**src/rtl/mcs_pkg.sv**
```systemverilog
package mcs_pkg;
  // register offsets (byte addresses = 4 * index)
  localparam logic [2:0] IDX_SELECT = 3'h0;
  localparam logic [2:0] IDX_PRESCALE = 3'h1;
  localparam logic [2:0] IDX_MON_CTRL = 3'h2;
  localparam logic [2:0] IDX_IRQ_CTRL = 3'h3;
  localparam logic [2:0] IDX_IRQ_FLAGS = 3'h4;
  localparam logic [2:0] IDX_STATUS = 3'h5;
  // unlock guard register, placed after the documented map
  localparam logic [2:0] IDX_GUARD = 3'h6;
  localparam logic [7:0] GUARD_KEY = 8'hd8;
  localparam logic [2:0] GUARD_WINDOW = 3'h4;

  // field positions
  localparam int SEL_CLOCK_OUT_ENABLE_BIT = 7;
  localparam int SEL_SRC_LSB = 0;
  localparam int PRE_ON_BIT = 0;
  localparam int PRE_RATIO_LSB = 1;
  localparam int MON_ON_BIT = 0;
  localparam int MON_TEST_BIT = 1;
  localparam int MON_SRC_LSB = 2;
  localparam int IRQ_EN_BIT = 0;
  localparam int IRQ_KIND_BIT = 7;
  localparam int FLAG_FAIL_BIT = 0;
  localparam int STAT_PLL_BIT = 5;

  // reset values
  localparam logic [7:0] RST_REG = 8'h00;

  // main clock source codes
  localparam logic [3:0] SRC_INT_FAST = 4'h0;
  localparam logic [3:0] SRC_INT_SLOW = 4'h1;
  localparam logic [3:0] SRC_EXT_WATCH = 4'h2;
  localparam logic [3:0] SRC_EXT_FAST = 4'h3;
  localparam logic [3:0] SRC_STARTUP = SRC_INT_FAST;

  // monitor source codes
  localparam logic [1:0] MON_MAIN = 2'h0;
  localparam logic [1:0] MON_EXT_FAST = 2'h1;
  localparam logic [1:0] MON_EXT_WATCH = 2'h2;

  typedef enum logic [1:0] {
    BUS_IDLE,
    BUS_ACK
  } mcs_bus_state_t;

  typedef struct packed {
    logic cyc;
    logic stb;
    logic we;
    logic [4:0] adr;
    logic [3:0] sel;
    logic [31:0] dat;
  } mcs_wb_req_t;

  typedef struct packed {
    logic ack;
    logic [31:0] dat;
  } mcs_wb_rsp_t;

  typedef struct packed {
    logic intFast;
    logic intSlow;
    logic extWatch;
    logic extFast;
  } mcs_osc_t;
endpackage : mcs_pkg

```
**src/rtl/mcs_prescaler.sv**
```systemverilog
`timescale 1ns/1ns
// divides ref_clk by a ratio code; emits a one-cycle tick per period
module mcs_prescaler
  import mcs_pkg::*;
(
  // clock and reset
  input wire logic ref_clk,
  input wire logic nrst,
  // control
  input wire logic enable,
  input wire logic [3:0] ratio,
  // result
  output logic tick
);
  typedef struct packed {
    logic [6:0] count;
    logic tick;
  } mcs_pre_state_t;

  mcs_pre_state_t st;
  mcs_pre_state_t next_st;

  function automatic logic [6:0] ratio_div(input logic [3:0] code);
    case (code)
      4'h0: ratio_div = 7'h02;
      4'h1: ratio_div = 7'h04;
      4'h2: ratio_div = 7'h08;
      4'h3: ratio_div = 7'h10;
      4'h4: ratio_div = 7'h20;
      4'h5: ratio_div = 7'h40;
      4'h8: ratio_div = 7'h06;
      4'h9: ratio_div = 7'h0a;
      4'ha: ratio_div = 7'h0c;
      4'hb: ratio_div = 7'h18;
      4'hc: ratio_div = 7'h30;
      // reserved codes: fall back to the smallest ratio
      default: ratio_div = 7'h02;
    endcase
  endfunction : ratio_div

  always_comb begin
    next_st = st;
    if (!enable) begin
      next_st.count = 7'h00;
      next_st.tick = 1'b1;
    end else if (st.count >= ratio_div(ratio) - 7'h01) begin
      next_st.count = 7'h00;
      next_st.tick = 1'b1;
    end else begin
      next_st.count = st.count + 7'h01;
      next_st.tick = 1'b0;
    end
  end

  always_ff @(posedge ref_clk or negedge nrst) begin
    if (!nrst) begin
      st <= '0;
    end else begin
      st <= next_st;
    end
  end

  assign tick = st.tick;
endmodule : mcs_prescaler

```
**src/rtl/mcs_main_clock_ctrl.sv**
```systemverilog
// The Wishbone slave port is this design's own decision.
`timescale 1ns/1ns
// Notes on behaviour
// - clock-out pin carries main clock while enable bit 7 is one.
// - clock-out enable clears on write of zero or main-clock failure.
// - select field 3:0 picks main source among four oscillators.
// - ratio field 4:1 maps codes to divide ratios 2..64, 6..48.
// - prescale on bit 0 zero passes clock undivided, one divides.
// - monitor source field 3:2 picks main, fast or watch oscillator.
// - all three monitor bits one locks them until reset.
// - test bit write one forces failure, write zero ends it.
// - monitoring runs only while monitor enable bit is one.
// - irq kind bit seven selects regular or non-maskable request.
// - failure request only while interrupt enable bit is one.
// - failure flag sets on any failure, forced ones included.
// - writing one clears failure flag, zero leaves it.
// - status bit 5 mirrors pll running.
// - forced main-clock failure switches main source to start-up.
module mcs_main_clock_ctrl
  import mcs_pkg::*;
(
  // clock and reset
  input wire logic ref_clk,
  input wire logic nrst,
  // wishbone slave
  input wire mcs_wb_req_t wbReq,
  output mcs_wb_rsp_t wbRsp,
  // oscillators and status
  input wire mcs_osc_t oscClk,
  input wire mcs_osc_t oscLost,
  input wire logic pllRunning,
  // clock outputs
  output logic mainClock,
  output logic clockOut,
  output logic clockOutEn,
  output logic [3:0] mainSource,
  output logic prescaleTick,
  // failure requests
  output logic failIrq,
  output logic failNmi
);
  typedef struct packed {
    mcs_bus_state_t bus;
    logic ack;
    logic [31:0] rdat;
    logic [2:0] guard;
    logic clkOutOn;
    logic [3:0] srcSel;
    logic [3:0] ratio;
    logic preOn;
    logic [1:0] monSrc;
    logic monTest;
    logic monOn;
    logic irqKind;
    logic irqEn;
    logic failFlag;
    logic mainClk;
    logic clock_out_enable;
    logic clkOutEn;
    logic irq;
    logic nmi;
  } mcs_state_t;

  mcs_state_t st;
  mcs_state_t next_st;
  logic tick;
  logic access;
  logic wrLane;
  logic [2:0] idx;
  logic locked;
  logic unlocked;
  logic failure;
  logic [7:0] wbyte;

  function automatic logic pick_src(input logic [3:0] code,
                                    input mcs_osc_t o);
    case (code)
      SRC_INT_FAST: pick_src = o.intFast;
      SRC_INT_SLOW: pick_src = o.intSlow;
      SRC_EXT_WATCH: pick_src = o.extWatch;
      SRC_EXT_FAST: pick_src = o.extFast;
      default: pick_src = o.intFast;
    endcase
  endfunction : pick_src

  function automatic logic watched_lost(input logic [1:0] code,
                                        input logic [3:0] main,
                                        input mcs_osc_t l);
    case (code)
      MON_MAIN: watched_lost = (main == SRC_INT_FAST) ? l.intFast :
                               (main == SRC_INT_SLOW) ? l.intSlow :
                               (main == SRC_EXT_WATCH) ? l.extWatch :
                               l.extFast;
      MON_EXT_FAST: watched_lost = l.extFast;
      MON_EXT_WATCH: watched_lost = l.extWatch;
      default: watched_lost = 1'b0;
    endcase
  endfunction : watched_lost

  mcs_prescaler u_prescaler (
    .ref_clk(ref_clk),
    .nrst(nrst),
    .enable(st.preOn),
    .ratio(st.ratio),
    .tick(tick)
  );

  assign access = wbReq.cyc && wbReq.stb && (st.bus == BUS_IDLE);
  assign idx = wbReq.adr[4:2];
  assign wrLane = access && wbReq.we && wbReq.sel[0];
  assign wbyte = wbReq.dat[7:0];
  assign unlocked = (st.guard != 3'h0);
  assign locked = st.monOn && st.irqEn && st.irqKind;
  // monitor idle while disabled; test bit forces a failure
  assign failure = st.monOn &&
                   (st.monTest || watched_lost(st.monSrc, st.srcSel,
                                               oscLost));

  always_comb begin
    next_st = st;
    next_st.ack = 1'b0;
    next_st.bus = BUS_IDLE;
    // guard window counts down once per bus access
    if (access && st.guard != 3'h0) begin
      next_st.guard = st.guard - 3'h1;
    end
    if (access) begin
      next_st.ack = 1'b1;
      next_st.bus = BUS_ACK;
      next_st.rdat = '0;
      case (idx)
        IDX_SELECT: begin
          next_st.rdat[SEL_CLOCK_OUT_ENABLE_BIT] = st.clkOutOn;
          next_st.rdat[SEL_SRC_LSB +: 4] = st.srcSel;
        end
        IDX_PRESCALE: begin
          next_st.rdat[PRE_ON_BIT] = st.preOn;
          next_st.rdat[PRE_RATIO_LSB +: 4] = st.ratio;
        end
        IDX_MON_CTRL: begin
          next_st.rdat[MON_ON_BIT] = st.monOn;
          next_st.rdat[MON_TEST_BIT] = st.monTest;
          next_st.rdat[MON_SRC_LSB +: 2] = st.monSrc;
        end
        IDX_IRQ_CTRL: begin
          next_st.rdat[IRQ_EN_BIT] = st.irqEn;
          next_st.rdat[IRQ_KIND_BIT] = st.irqKind;
        end
        IDX_IRQ_FLAGS: next_st.rdat[FLAG_FAIL_BIT] = st.failFlag;
        IDX_STATUS: next_st.rdat[STAT_PLL_BIT] = pllRunning;
        default: next_st.rdat = '0;
      endcase
    end
    if (wrLane) begin
      case (idx)
        IDX_GUARD: begin
          if (wbyte == GUARD_KEY) begin
            next_st.guard = GUARD_WINDOW;
          end
        end
        IDX_SELECT: begin
          if (unlocked) begin
            next_st.clkOutOn = wbyte[SEL_CLOCK_OUT_ENABLE_BIT];
            next_st.srcSel = wbyte[SEL_SRC_LSB +: 4];
            next_st.guard = 3'h0;
          end
        end
        IDX_PRESCALE: begin
          if (unlocked) begin
            next_st.preOn = wbyte[PRE_ON_BIT];
            next_st.ratio = wbyte[PRE_RATIO_LSB +: 4];
            next_st.guard = 3'h0;
          end
        end
        IDX_MON_CTRL: begin
          if (unlocked) begin
            next_st.monTest = wbyte[MON_TEST_BIT];
            if (!locked) begin
              next_st.monOn = wbyte[MON_ON_BIT];
              next_st.monSrc = wbyte[MON_SRC_LSB +: 2];
            end
            next_st.guard = 3'h0;
          end
        end
        IDX_IRQ_CTRL: begin
          if (unlocked) begin
            if (!locked) begin
              next_st.irqEn = wbyte[IRQ_EN_BIT];
              next_st.irqKind = wbyte[IRQ_KIND_BIT];
            end
            next_st.guard = 3'h0;
          end
        end
        IDX_IRQ_FLAGS: begin
          if (wbyte[FLAG_FAIL_BIT]) begin
            next_st.failFlag = 1'b0;
          end
        end
        default: next_st.guard = next_st.guard;
      endcase
    end
    // hardware set wins over a simultaneous clear
    if (failure) begin
      next_st.failFlag = 1'b1;
    end
    if (failure && st.monSrc == MON_MAIN) begin
      next_st.clkOutOn = 1'b0;
      if (st.monTest) begin
        next_st.srcSel = SRC_STARTUP;
      end
    end
    // outputs all registered
    next_st.mainClk = pick_src(next_st.srcSel, oscClk);
    next_st.clock_out_enable = next_st.clkOutOn && next_st.mainClk;
    next_st.clkOutEn = next_st.clkOutOn;
    next_st.irq = next_st.failFlag && next_st.irqEn &&
                  !next_st.irqKind;
    next_st.nmi = next_st.failFlag && next_st.irqEn &&
                  next_st.irqKind;
  end

  always_ff @(posedge ref_clk or negedge nrst) begin
    if (!nrst) begin
      st <= '0;
    end else begin
      st <= next_st;
    end
  end

  logic prescaleTickQ;
  always_ff @(posedge ref_clk or negedge nrst) begin
    if (!nrst) begin
      prescaleTickQ <= 1'b0;
    end else begin
      prescaleTickQ <= tick;
    end
  end

  assign wbRsp.ack = st.ack;
  assign wbRsp.dat = st.rdat;
  assign mainClock = st.mainClk;
  assign clockOut = st.clock_out_enable;
  assign clockOutEn = st.clkOutEn;
  assign mainSource = st.srcSel;
  assign prescaleTick = prescaleTickQ;
  assign failIrq = st.irq;
  assign failNmi = st.nmi;

  a_lock_holds: assert property (@(posedge ref_clk) disable iff (!nrst)
    locked |=> (st.monOn && st.irqEn && st.irqKind && st.monSrc ==
    $past(st.monSrc))) else $error("locked bits changed");
  a_flag_sets: assert property (@(posedge ref_clk) disable iff (!nrst)
    failure |=> st.failFlag) else $error("flag not set");
  a_flag_clear: assert property (@(posedge ref_clk) disable iff (!nrst)
    (wrLane && idx == IDX_IRQ_FLAGS && wbyte[FLAG_FAIL_BIT] && !failure)
    |=> !st.failFlag) else $error("flag not cleared");
  a_idle_mon: assert property (@(posedge ref_clk) disable iff (!nrst)
    !st.monOn |-> !failure) else $error("monitor active");
  a_clock_out_enable_off: assert property (@(posedge ref_clk) disable iff (!nrst)
    (failure && st.monSrc == MON_MAIN) |=> !clockOutEn)
    else $error("clock out kept");
  a_startup_sw: assert property (@(posedge ref_clk) disable iff (!nrst)
    (failure && st.monTest && st.monSrc == MON_MAIN) |=>
    st.srcSel == SRC_STARTUP) else $error("no start-up switch");
  a_irq_gate: assert property (@(posedge ref_clk) disable iff (!nrst)
    (failIrq || failNmi) |-> st.irqEn)
    else $error("request while disabled");
  a_irq_kind: assert property (@(posedge ref_clk) disable iff (!nrst)
    !(failIrq && failNmi)) else $error("both request kinds");
  a_guarded_wr: assert property (@(posedge ref_clk) disable iff (!nrst)
    (wrLane && idx == IDX_PRESCALE && !unlocked) |=>
    $stable(st.ratio)) else $error("unguarded write");
  a_pll_read: assert property (@(posedge ref_clk) disable iff (!nrst)
    (access && !wbReq.we && idx == IDX_STATUS) |=>
    wbRsp.dat[STAT_PLL_BIT] == $past(pllRunning))
    else $error("pll status wrong");

  // register fields other than the failure flag and the guard move only through guarded writes or a failure
  a_clock_out_enable_gate: assert property (@(posedge ref_clk) disable iff (!nrst)
    clockOut |-> clockOutEn) else $error("clock out while off");
  a_clock_out_enable_copy: assert property (@(posedge ref_clk) disable iff (!nrst)
    clockOutEn |-> clockOut == mainClock) else $error("clock out");
  a_clock_out_enable_wr: assert property (@(posedge ref_clk) disable iff (!nrst)
    (wrLane && idx == IDX_SELECT && unlocked && !failure) |=>
    st.clkOutOn == $past(wbyte[SEL_CLOCK_OUT_ENABLE_BIT])) else $error("enable");
  a_src_write: assert property (@(posedge ref_clk) disable iff (!nrst)
    (wrLane && idx == IDX_SELECT && unlocked && !failure) |=>
    st.srcSel == $past(wbyte[SEL_SRC_LSB +: 4])) else $error("source");
  a_src_hold: assert property (@(posedge ref_clk) disable iff (!nrst)
    (!access && !failure) |=> $stable(st.srcSel))
    else $error("source moved");
  a_pick_slow: assert property (@(posedge ref_clk) disable iff (!nrst)
    (mainSource == SRC_INT_SLOW) |-> mainClock == $past(oscClk.intSlow))
    else $error("slow source");
  a_pick_watch: assert property (@(posedge ref_clk) disable iff (!nrst)
    (mainSource == SRC_EXT_WATCH) |-> mainClock == $past(oscClk.extWatch))
    else $error("watch source");
  a_pick_fast: assert property (@(posedge ref_clk) disable iff (!nrst)
    (mainSource == SRC_EXT_FAST) |-> mainClock == $past(oscClk.extFast))
    else $error("fast source");
  a_ratio_wr: assert property (@(posedge ref_clk) disable iff (!nrst)
    (wrLane && idx == IDX_PRESCALE && unlocked) |=>
    st.ratio == $past(wbyte[PRE_RATIO_LSB +: 4])) else $error("ratio");
  a_ratio_hold: assert property (@(posedge ref_clk) disable iff (!nrst)
    !wrLane |=> $stable(st.ratio)) else $error("ratio moved");
  a_pre_off: assert property (@(posedge ref_clk) disable iff (!nrst)
    !st.preOn |=> tick) else $error("undivided tick missing");
  a_mon_src_wr: assert property (@(posedge ref_clk) disable iff (!nrst)
    (wrLane && idx == IDX_MON_CTRL && unlocked && !locked) |=>
    st.monSrc == $past(wbyte[MON_SRC_LSB +: 2])) else $error("msrc");
  a_lock_sticky: assert property (@(posedge ref_clk) disable iff (!nrst)
    locked |=> locked) else $error("lock released");
  a_test_wr: assert property (@(posedge ref_clk) disable iff (!nrst)
    (wrLane && idx == IDX_MON_CTRL && unlocked) |=>
    st.monTest == $past(wbyte[MON_TEST_BIT])) else $error("test bit");
  a_test_fail: assert property (@(posedge ref_clk) disable iff (!nrst)
    (st.monOn && st.monTest) |-> failure) else $error("no forced");
  a_irq_level: assert property (@(posedge ref_clk) disable iff (!nrst)
    failIrq |-> (st.failFlag && st.irqEn && !st.irqKind))
    else $error("regular request wrong");
  a_nmi_level: assert property (@(posedge ref_clk) disable iff (!nrst)
    failNmi |-> (st.failFlag && st.irqEn && st.irqKind))
    else $error("non-maskable request wrong");
  a_flag_spur: assert property (@(posedge ref_clk) disable iff (!nrst)
    (!st.failFlag && !failure) |=> !st.failFlag)
    else $error("flag set without failure");
  a_flag_hold: assert property (@(posedge ref_clk) disable iff (!nrst)
    (st.failFlag && !(wrLane && idx == IDX_IRQ_FLAGS &&
    wbyte[FLAG_FAIL_BIT])) |=> st.failFlag) else $error("flag lost");
  a_ack_pulse: assert property (@(posedge ref_clk) disable iff (!nrst)
    wbRsp.ack |=> !wbRsp.ack) else $error("ack held");
  a_unguarded_sel: assert property (@(posedge ref_clk) disable iff (!nrst)
    (wrLane && idx == IDX_SELECT && !unlocked && !failure) |=>
    $stable(st.srcSel)) else $error("unguarded select");
  a_reserved_mon: assert property (@(posedge ref_clk) disable iff (!nrst)
    (!st.monTest && st.monSrc > MON_EXT_WATCH) |-> !failure)
    else $error("reserved source failed");
endmodule : mcs_main_clock_ctrl

```
**config.mk**
```make
export PLATFORM = sky130hd
export DESIGN_NAME = mcs_main_clock_ctrl
export DESIGN_NICKNAME = d
export VERILOG_FILES = /design/src/rtl/mcs_pkg.sv /design/src/rtl/mcs_prescaler.sv /design/src/rtl/mcs_main_clock_ctrl.sv
export SDC_FILE = /design/constraint.sdc
export NUM_CORES = 1
export LEC_CHECK = 0
export BUFFER_PORTS_ARGS = -buffer_cell sky130_fd_sc_hd__buf_2
export CORE_ASPECT_RATIO = 1.25
export CORE_UTILIZATION = 50
export CTS_CLUSTER_DIAMETER = 80
export DETAILED_ROUTE_END_ITERATION = 8
export GPL_TIMING_DRIVEN = 0
export PLACE_DENSITY = 0.78
export SETUP_SLACK_MARGIN = 0.4
export SYNTH_ARGS = -nofsm -noshare
export SYNTH_HDL_FRONTEND = slang
export SYNTH_HIERARCHICAL = 1
export SYNTH_SLANG_ARGS = --single-unit
```
**constraint.sdc**
```tcl
create_clock -name ref_clk -period 3.93 [get_ports ref_clk]
set_input_delay 0.786 -clock ref_clk [delete_from_list [all_inputs] [get_ports ref_clk]]
set_output_delay 0.786 -clock ref_clk [all_outputs]
set_load 0.02 [all_outputs]
```
Word level (Yosys, flattened, before mapping)
Memories as Yosys holds them, arrays and structs flattened.
Cells that the tools add are included.
{"block": "totals", "reg_bits": 43, "romBits": 96, "in_bits": 55, "output_inout_bits": 43, "word_cells": 100, "memories": 1}
{"name": "(name not given)", "depth": 16, "word_bits": 6, "read_ports": 1, "rd_clocked_by_memory_dff": 0, "write_ports": 0, "line_no": "mcs_prescaler.sv:24", "rtl": "case (code)"}
{"block": "op_classes", "n_addsub": 3, "magnitude_cmp": 1, "n_eq_ne": 14, "n_mux": 35, "bitwise_logic": 1, "n_reduce_logical": 24}
{"op": "$mux W34", "count": 1}
{"op": "$mux W8", "count": 3}
{"op": "$mux W20", "count": 1}
{"op": "$mux W5", "count": 4}
{"op": "$pmux W3 S3", "count": 2}
{"op": "$logic_and A1 B1 Y1", "count": 13}
{"op": "$eq A4 B2 Y1 const B", "count": 3}
{"op": "$mux W4", "count": 3}
{"op": "$eq A3 B3 Y1 const B", "count": 3}
{"op": "$mux W1", "count": 9}
{"op": "$mux W3", "count": 3}
{"op": "$eq A4 B1 Y1 const B", "count": 2}
{"op": "$eq A8 B8 Y1 const B", "count": 1}
{"op": "$mux W2", "count": 4}
{"op": "$add A7 B1 Y7 const B", "count": 1}
{"op": "$ge A7 B7 Y1", "count": 1}
{"op": "$mux W7", "count": 1}
{"op": "$sub A7 B1 Y7 const B", "count": 1}
{"op": "$eq A3 B2 Y1 const B", "count": 2}
{"op": "$pmux W1 S3", "count": 2}
{"op": "$reduce_and A3 Y1", "count": 2}
{"op": "$pmux W1 S5", "count": 1}
{"op": "$logic_not A2 Y1", "count": 2}
{"op": "$logic_not A4 Y1", "count": 1}
{"op": "other kinds (12)", "count": 12}

Logic depth before layout (Yosys ltp)
{"block": "logic_depth", "ltp_word": 12, "ltp_mapped": 11, "depth_no_buf": 11}

Cells and area by module
Netlist, hierarchy kept.
{"module": "mcs_main_clock_ctrl", "instances": 1, "cells_per_inst": 212, "area_per_inst_um2": 2105.8, "seq_area_each_um2": 825.8}
{"module": "mcs_prescaler", "instances": 1, "cells_per_inst": 66, "area_per_inst_um2": 603.1, "seq_area_each_um2": 200.2}

Worst setup path after synthesis
No wires, ideal clock.
{"block": "synth_timing", "path_type": "reg2reg", "from": "register st[13] (netlist name)", "to": "register u_prescaler.st, in the netlist u_prescaler/tick", "setup_time_ns": 0.127, "t_arrival_ns": 2.212, "required_ns": 3.803, "path_slack_ns": 1.590, "stages_incl_launch_ff": 12, "path_buffers": 0, "synth_period_minus_slack_ns": 2.340, "path_cell_list": "dfrtp_1 -> nand2_1 -> o21ai_0 -> o21bai_1 -> ha_1 -> nand2_1 -> a21oi_1 -> nand3_1 -> ha_1 -> nand2_1 -> o2111ai_1 -> or2_2"}
{"item": "start: declaration", "line_no": "mcs_main_clock_ctrl.sv:64", "rtl": "mcs_state_t st;"}
{"item": "start signal: assignment", "line_no": "mcs_main_clock_ctrl.sv:226", "rtl": "st <= next_st;"}
{"item": "end signal: assignment", "line_no": "mcs_prescaler.sv:59", "rtl": "st <= next_st;"}
{"item": "end: declaration", "line_no": "mcs_prescaler.sv:20", "rtl": "mcs_pre_state_t st;"}

==> impl_metrics.csv <==
group,metric,value,unit
hold_path,min-delay-start,"u_prescaler/tick",
drt,drc,0,
sta,setup_viol,0,
pwr,p_sw_frac,0.362,
hold_path,hold_path_class,"reg2reg",
grt,grt.total_usage,0.204,
drt,drt_wl_total,5430,µm
placement,dp.final_hpwl,4090,µm
yosys,seq_area_frac_synth,0.379,
pwr,vdd_drop_max,224,µV
yosys,synth-async-reset-ratio,1.00,
floorplanning,dieArea,0.00572,mm²
sta,timing.final.ws_setup,1.18,ns
worst_setup_path,crit_arrival,2.94,ns
worst_setup_path,cp_cell_sequence,"nor2_1 > mux2i_1 > or2_2 > ha_1 > nor2_1 > a21oi_1 > nand3_1 > ha_1 > nand2_1 > o2111ai_1 > or2_2",
drt,drtIter0Drc,94,
sta,skew,0.00330,ns
worst_setup_path,crit_buf_inv,0,
pwr,combPwrFrac,0.355,
final_layout,fin_area,0.00317,mm²
yosys,syn-mean-instance-area,9.74,µm²
worst_setup_path,worstPathMaxFanout,8,
pwr,pwr-share-clk,0.209,
pwr,p_per_area,406,mW/mm²
floorplanning,rows,29,
sta,fin_crit_sh,0.700,
placement,gp_congestion,0.811,
final_layout,layout_commonest_cell,"buf_2",
yosys,synth_flop_cell,"dfrtp_1",
sta,worst_slew_pin_slew,0.916,ns
clock_tree,cts_buffers,5,
worst_setup_path,slowest_stage,"dfrtp_1",
sta,maxSlewHeadroom,0.389,
sta,drv_slew,0,
grt,grt_max_degree,42,
clock_tree,cts_resized,0,
pwr,seqPwrFrac,0.436,
clock_tree,cts_tree,"built",
worst_setup_path,reg2regPathDepth,11,
sta,min_period,2.75,ns
final_layout,nNetsFinal,416,
clock_tree,cts_setup_buffers,0,
drt,first_pass_iters,4,
hold_path,min_to,"prescaleTick",
pwr,switching_power,466,µW
drt,wl_per_cell,13.1,µm
clock_tree,clkTransAtPathRegs,0.07,ns
sta,hold_viol,0,
floorplanning,core-area,0.00515,mm²
final_layout,n_fill_cell,460,
floorplanning,initial_core_util,0.526,
pwr,p_leak,0.00157,µW
drt,drtAntennaViolNets,0,
worst_setup_path,critPathCaptureType,"flip-flop",
yosys,synth_cell_types,56,
yosys,synth.cell_area,0.00271,mm²
clock_tree,clockBufferDepth,2,
floorplanning,ioPinCount,98,
floorplanning,die-width,67.8,µm
grt,antenna_found_initial,0,
yosys,synth-seq-cells,41,
sta,rsz0062_at_grt,"no",
worst_setup_path,max_stage_delay,0.47,ns
placement,placement.io_buffers,42,
floorplanning,die_height,84.3,µm
flow_run,cap_violations,0,
clock_tree,hold_buffers,0,
drt,via_per_inst,5.19,
final_layout,n_antenna_cell,0,
final_layout,final_cell_mix,"buf_2, dfrtp_1, buf_4",
worst_setup_path,start_kind,"flip-flop",
yosys,yosysWarnings,6,
final_layout,drive_above_1_share,0.344,
grt,grt_pass1_vias,1954,
grt,grt-ovfl-total,0,
yosys,syn-instance-count,278,
hold_path,holdPathStages,0,
clock_tree,cts_root_buf,"clkbuf_8",
worst_setup_path,r2r_end,"u_prescaler/tick",
worst_setup_path,ff2ff_setup_slack,1.18,ns
clock_tree,cts-htree-levels,2,
grt,grt_pass1_wl,8800,µm
placement,place_area,0.00309,mm²
worst_setup_path,crit_family,"simple AND/OR/NAND/NOR gates",
yosys,synth_edf_count,0,
drt,vias,2149,
worst_setup_path,critPathRequiredTime,4.11,ns
sta,fmax,363,MHz
pwr,p_int,820,µW
sta,tns,0,ns
worst_setup_path,path_class,"reg2reg",
status,outcome,"finished, final reports clean",
clock_tree,clock_latency,0.30,ns
worst_setup_path,r2r_start,"st[16]",
placement,pre_cts_slack,1.22,ns
final_layout,syn_to_final_growth,17.0,%
clock_tree,cts.sinks,41,
==> flip-flops by register name, indices dropped and copies added (netlist names) <==
register,flops
st,16
clockOutEn,1
failIrq,1
mainSource,4
prescaleTick,1
wbRsp,7
clockOut,1
mainClock,1
u_prescaler/st,7
failNmi,1
u_prescaler/tick,1
==> worst register-to-register path, delay by kind of cell (launching register included) <==
family | cells | cell delay (ns)
and+or+nand+nor | 6 | 1.17
adders and majority gates | 2 | 0.49
DFF | 1 | 0.47
AOI/OAI and AO/OA | 2 | 0.42
muxes | 1 | 0.09
==> metrics by stage <==
| stage | power (µW) | hold slack (ns) | std cells | util |
|---|---|---|---|---|
| floorplan | 898 | 0.331 | 302 | - |
| global placement | 1010 | 0.332 | 406 | 0.599 |
| detailed placement | 1020 | 0.338 | 406 | 0.599 |
| CTS | 1300 | 0.355 | 414 | 0.615 |
| global route | 1370 | 0.362 | 414 | 0.615 |
| finish | 1290 | 0.353 | 414 | 0.615 |
==> kinds of logic (layout without fill, tap and decap cells) <==
| family | after synthesis | count (layout) | share of synthesized area |
|---|---|---|---|
| AOI/OAI and AO/OA | 48 | 48 | 0.123 |
| xor gates and xnor gates | 5 | 5 | 0.0162 |
| adders and majority gates | 10 | 10 | 0.0462 |
| buffers and inverters | 51 | 101 | 0.126 |
| DFF | 41 | 41 | 0.379 |
| muxes | 22 | 22 | 0.0878 |
| other | 2 | 26 | 0.00277 |
| and+or+nand+nor | 99 | 99 | 0.219 |
==> per-layer routing <==
metal,part of all wire,track usage,up-vias,wire length [µm]
li1,-,-,1071,-
met1,0.44,0.256,1026,2390
met2,0.51,0.339,47,2770
met3,0.034,0.0380,5,186
met4,0.015,0.0739,0,83
met5,0,0,-,0
==> Yosys cell counts (3+ instances only) <==
| master | count | share of area |
|---|---|---|
| ha_1 | 10 | 0.046 |
| nand3_1 | 10 | 0.018 |
| nor2_1 | 15 | 0.021 |
| nand3b_1 | 4 | 0.011 |
| a22o_1 | 7 | 0.023 |
| nor3_1 | 6 | 0.011 |
| or3_1 | 4 | 0.0092 |
| dfrtp_1 | 41 | 0.38 |
| nor3b_1 | 3 | 0.0083 |
| buf_4 | 38 | 0.11 |
| o21ai_0 | 17 | 0.031 |
| mux2i_1 | 8 | 0.030 |
| nand2_1 | 25 | 0.035 |
| xor2_1 | 3 | 0.0097 |
| a21oi_1 | 8 | 0.015 |
| inv_1 | 8 | 0.011 |
| nor2b_1 | 5 | 0.012 |
| or2_2 | 4 | 0.0092 |
| mux2_2 | 14 | 0.058 |
| clkbuf_1 | 3 | 0.0042 |
==> layout make-up <==
class | instances | area [µm²] | area share
multi-input cells | 210 | 1430 | 0.452
clock buffers | 6 | 72.6 | 0.0229
clock inverters | 2 | 10.0 | 0.00316
plain buffers | 43 | 312 | 0.0983
repair buffers | 42 | 210 | 0.0663
inverters | 8 | 30.0 | 0.00947
well taps | 62 | 77.6 | 0.0245
flip-flops and latches | 41 | 1030 | 0.324
==> power by group through the flow <==
stage	Combinational (µW)	Sequential [µW]	Clock, µW
2_1_floorplan	335	563	0
3_3_place_gp	439	567	0
3_5_place_dp	456	569	0
4_1_cts	458	561	277
5_1_grt	509	570	290
6_report	457	561	269
==> worst max path at each step <==
stage                start          endpoint  cells past startpoint
floorplan           st[13]  u_prescaler/tick                     11
global placement    st[14]  u_prescaler/tick                     10
detailed placement  st[16]  u_prescaler/tick                     11
CTS                 st[16]  u_prescaler/tick                     11
global route        st[13]  u_prescaler/tick                     11
finish              st[16]  u_prescaler/tick                     11
Note: power is estimated with default switching activity, not from simulation.
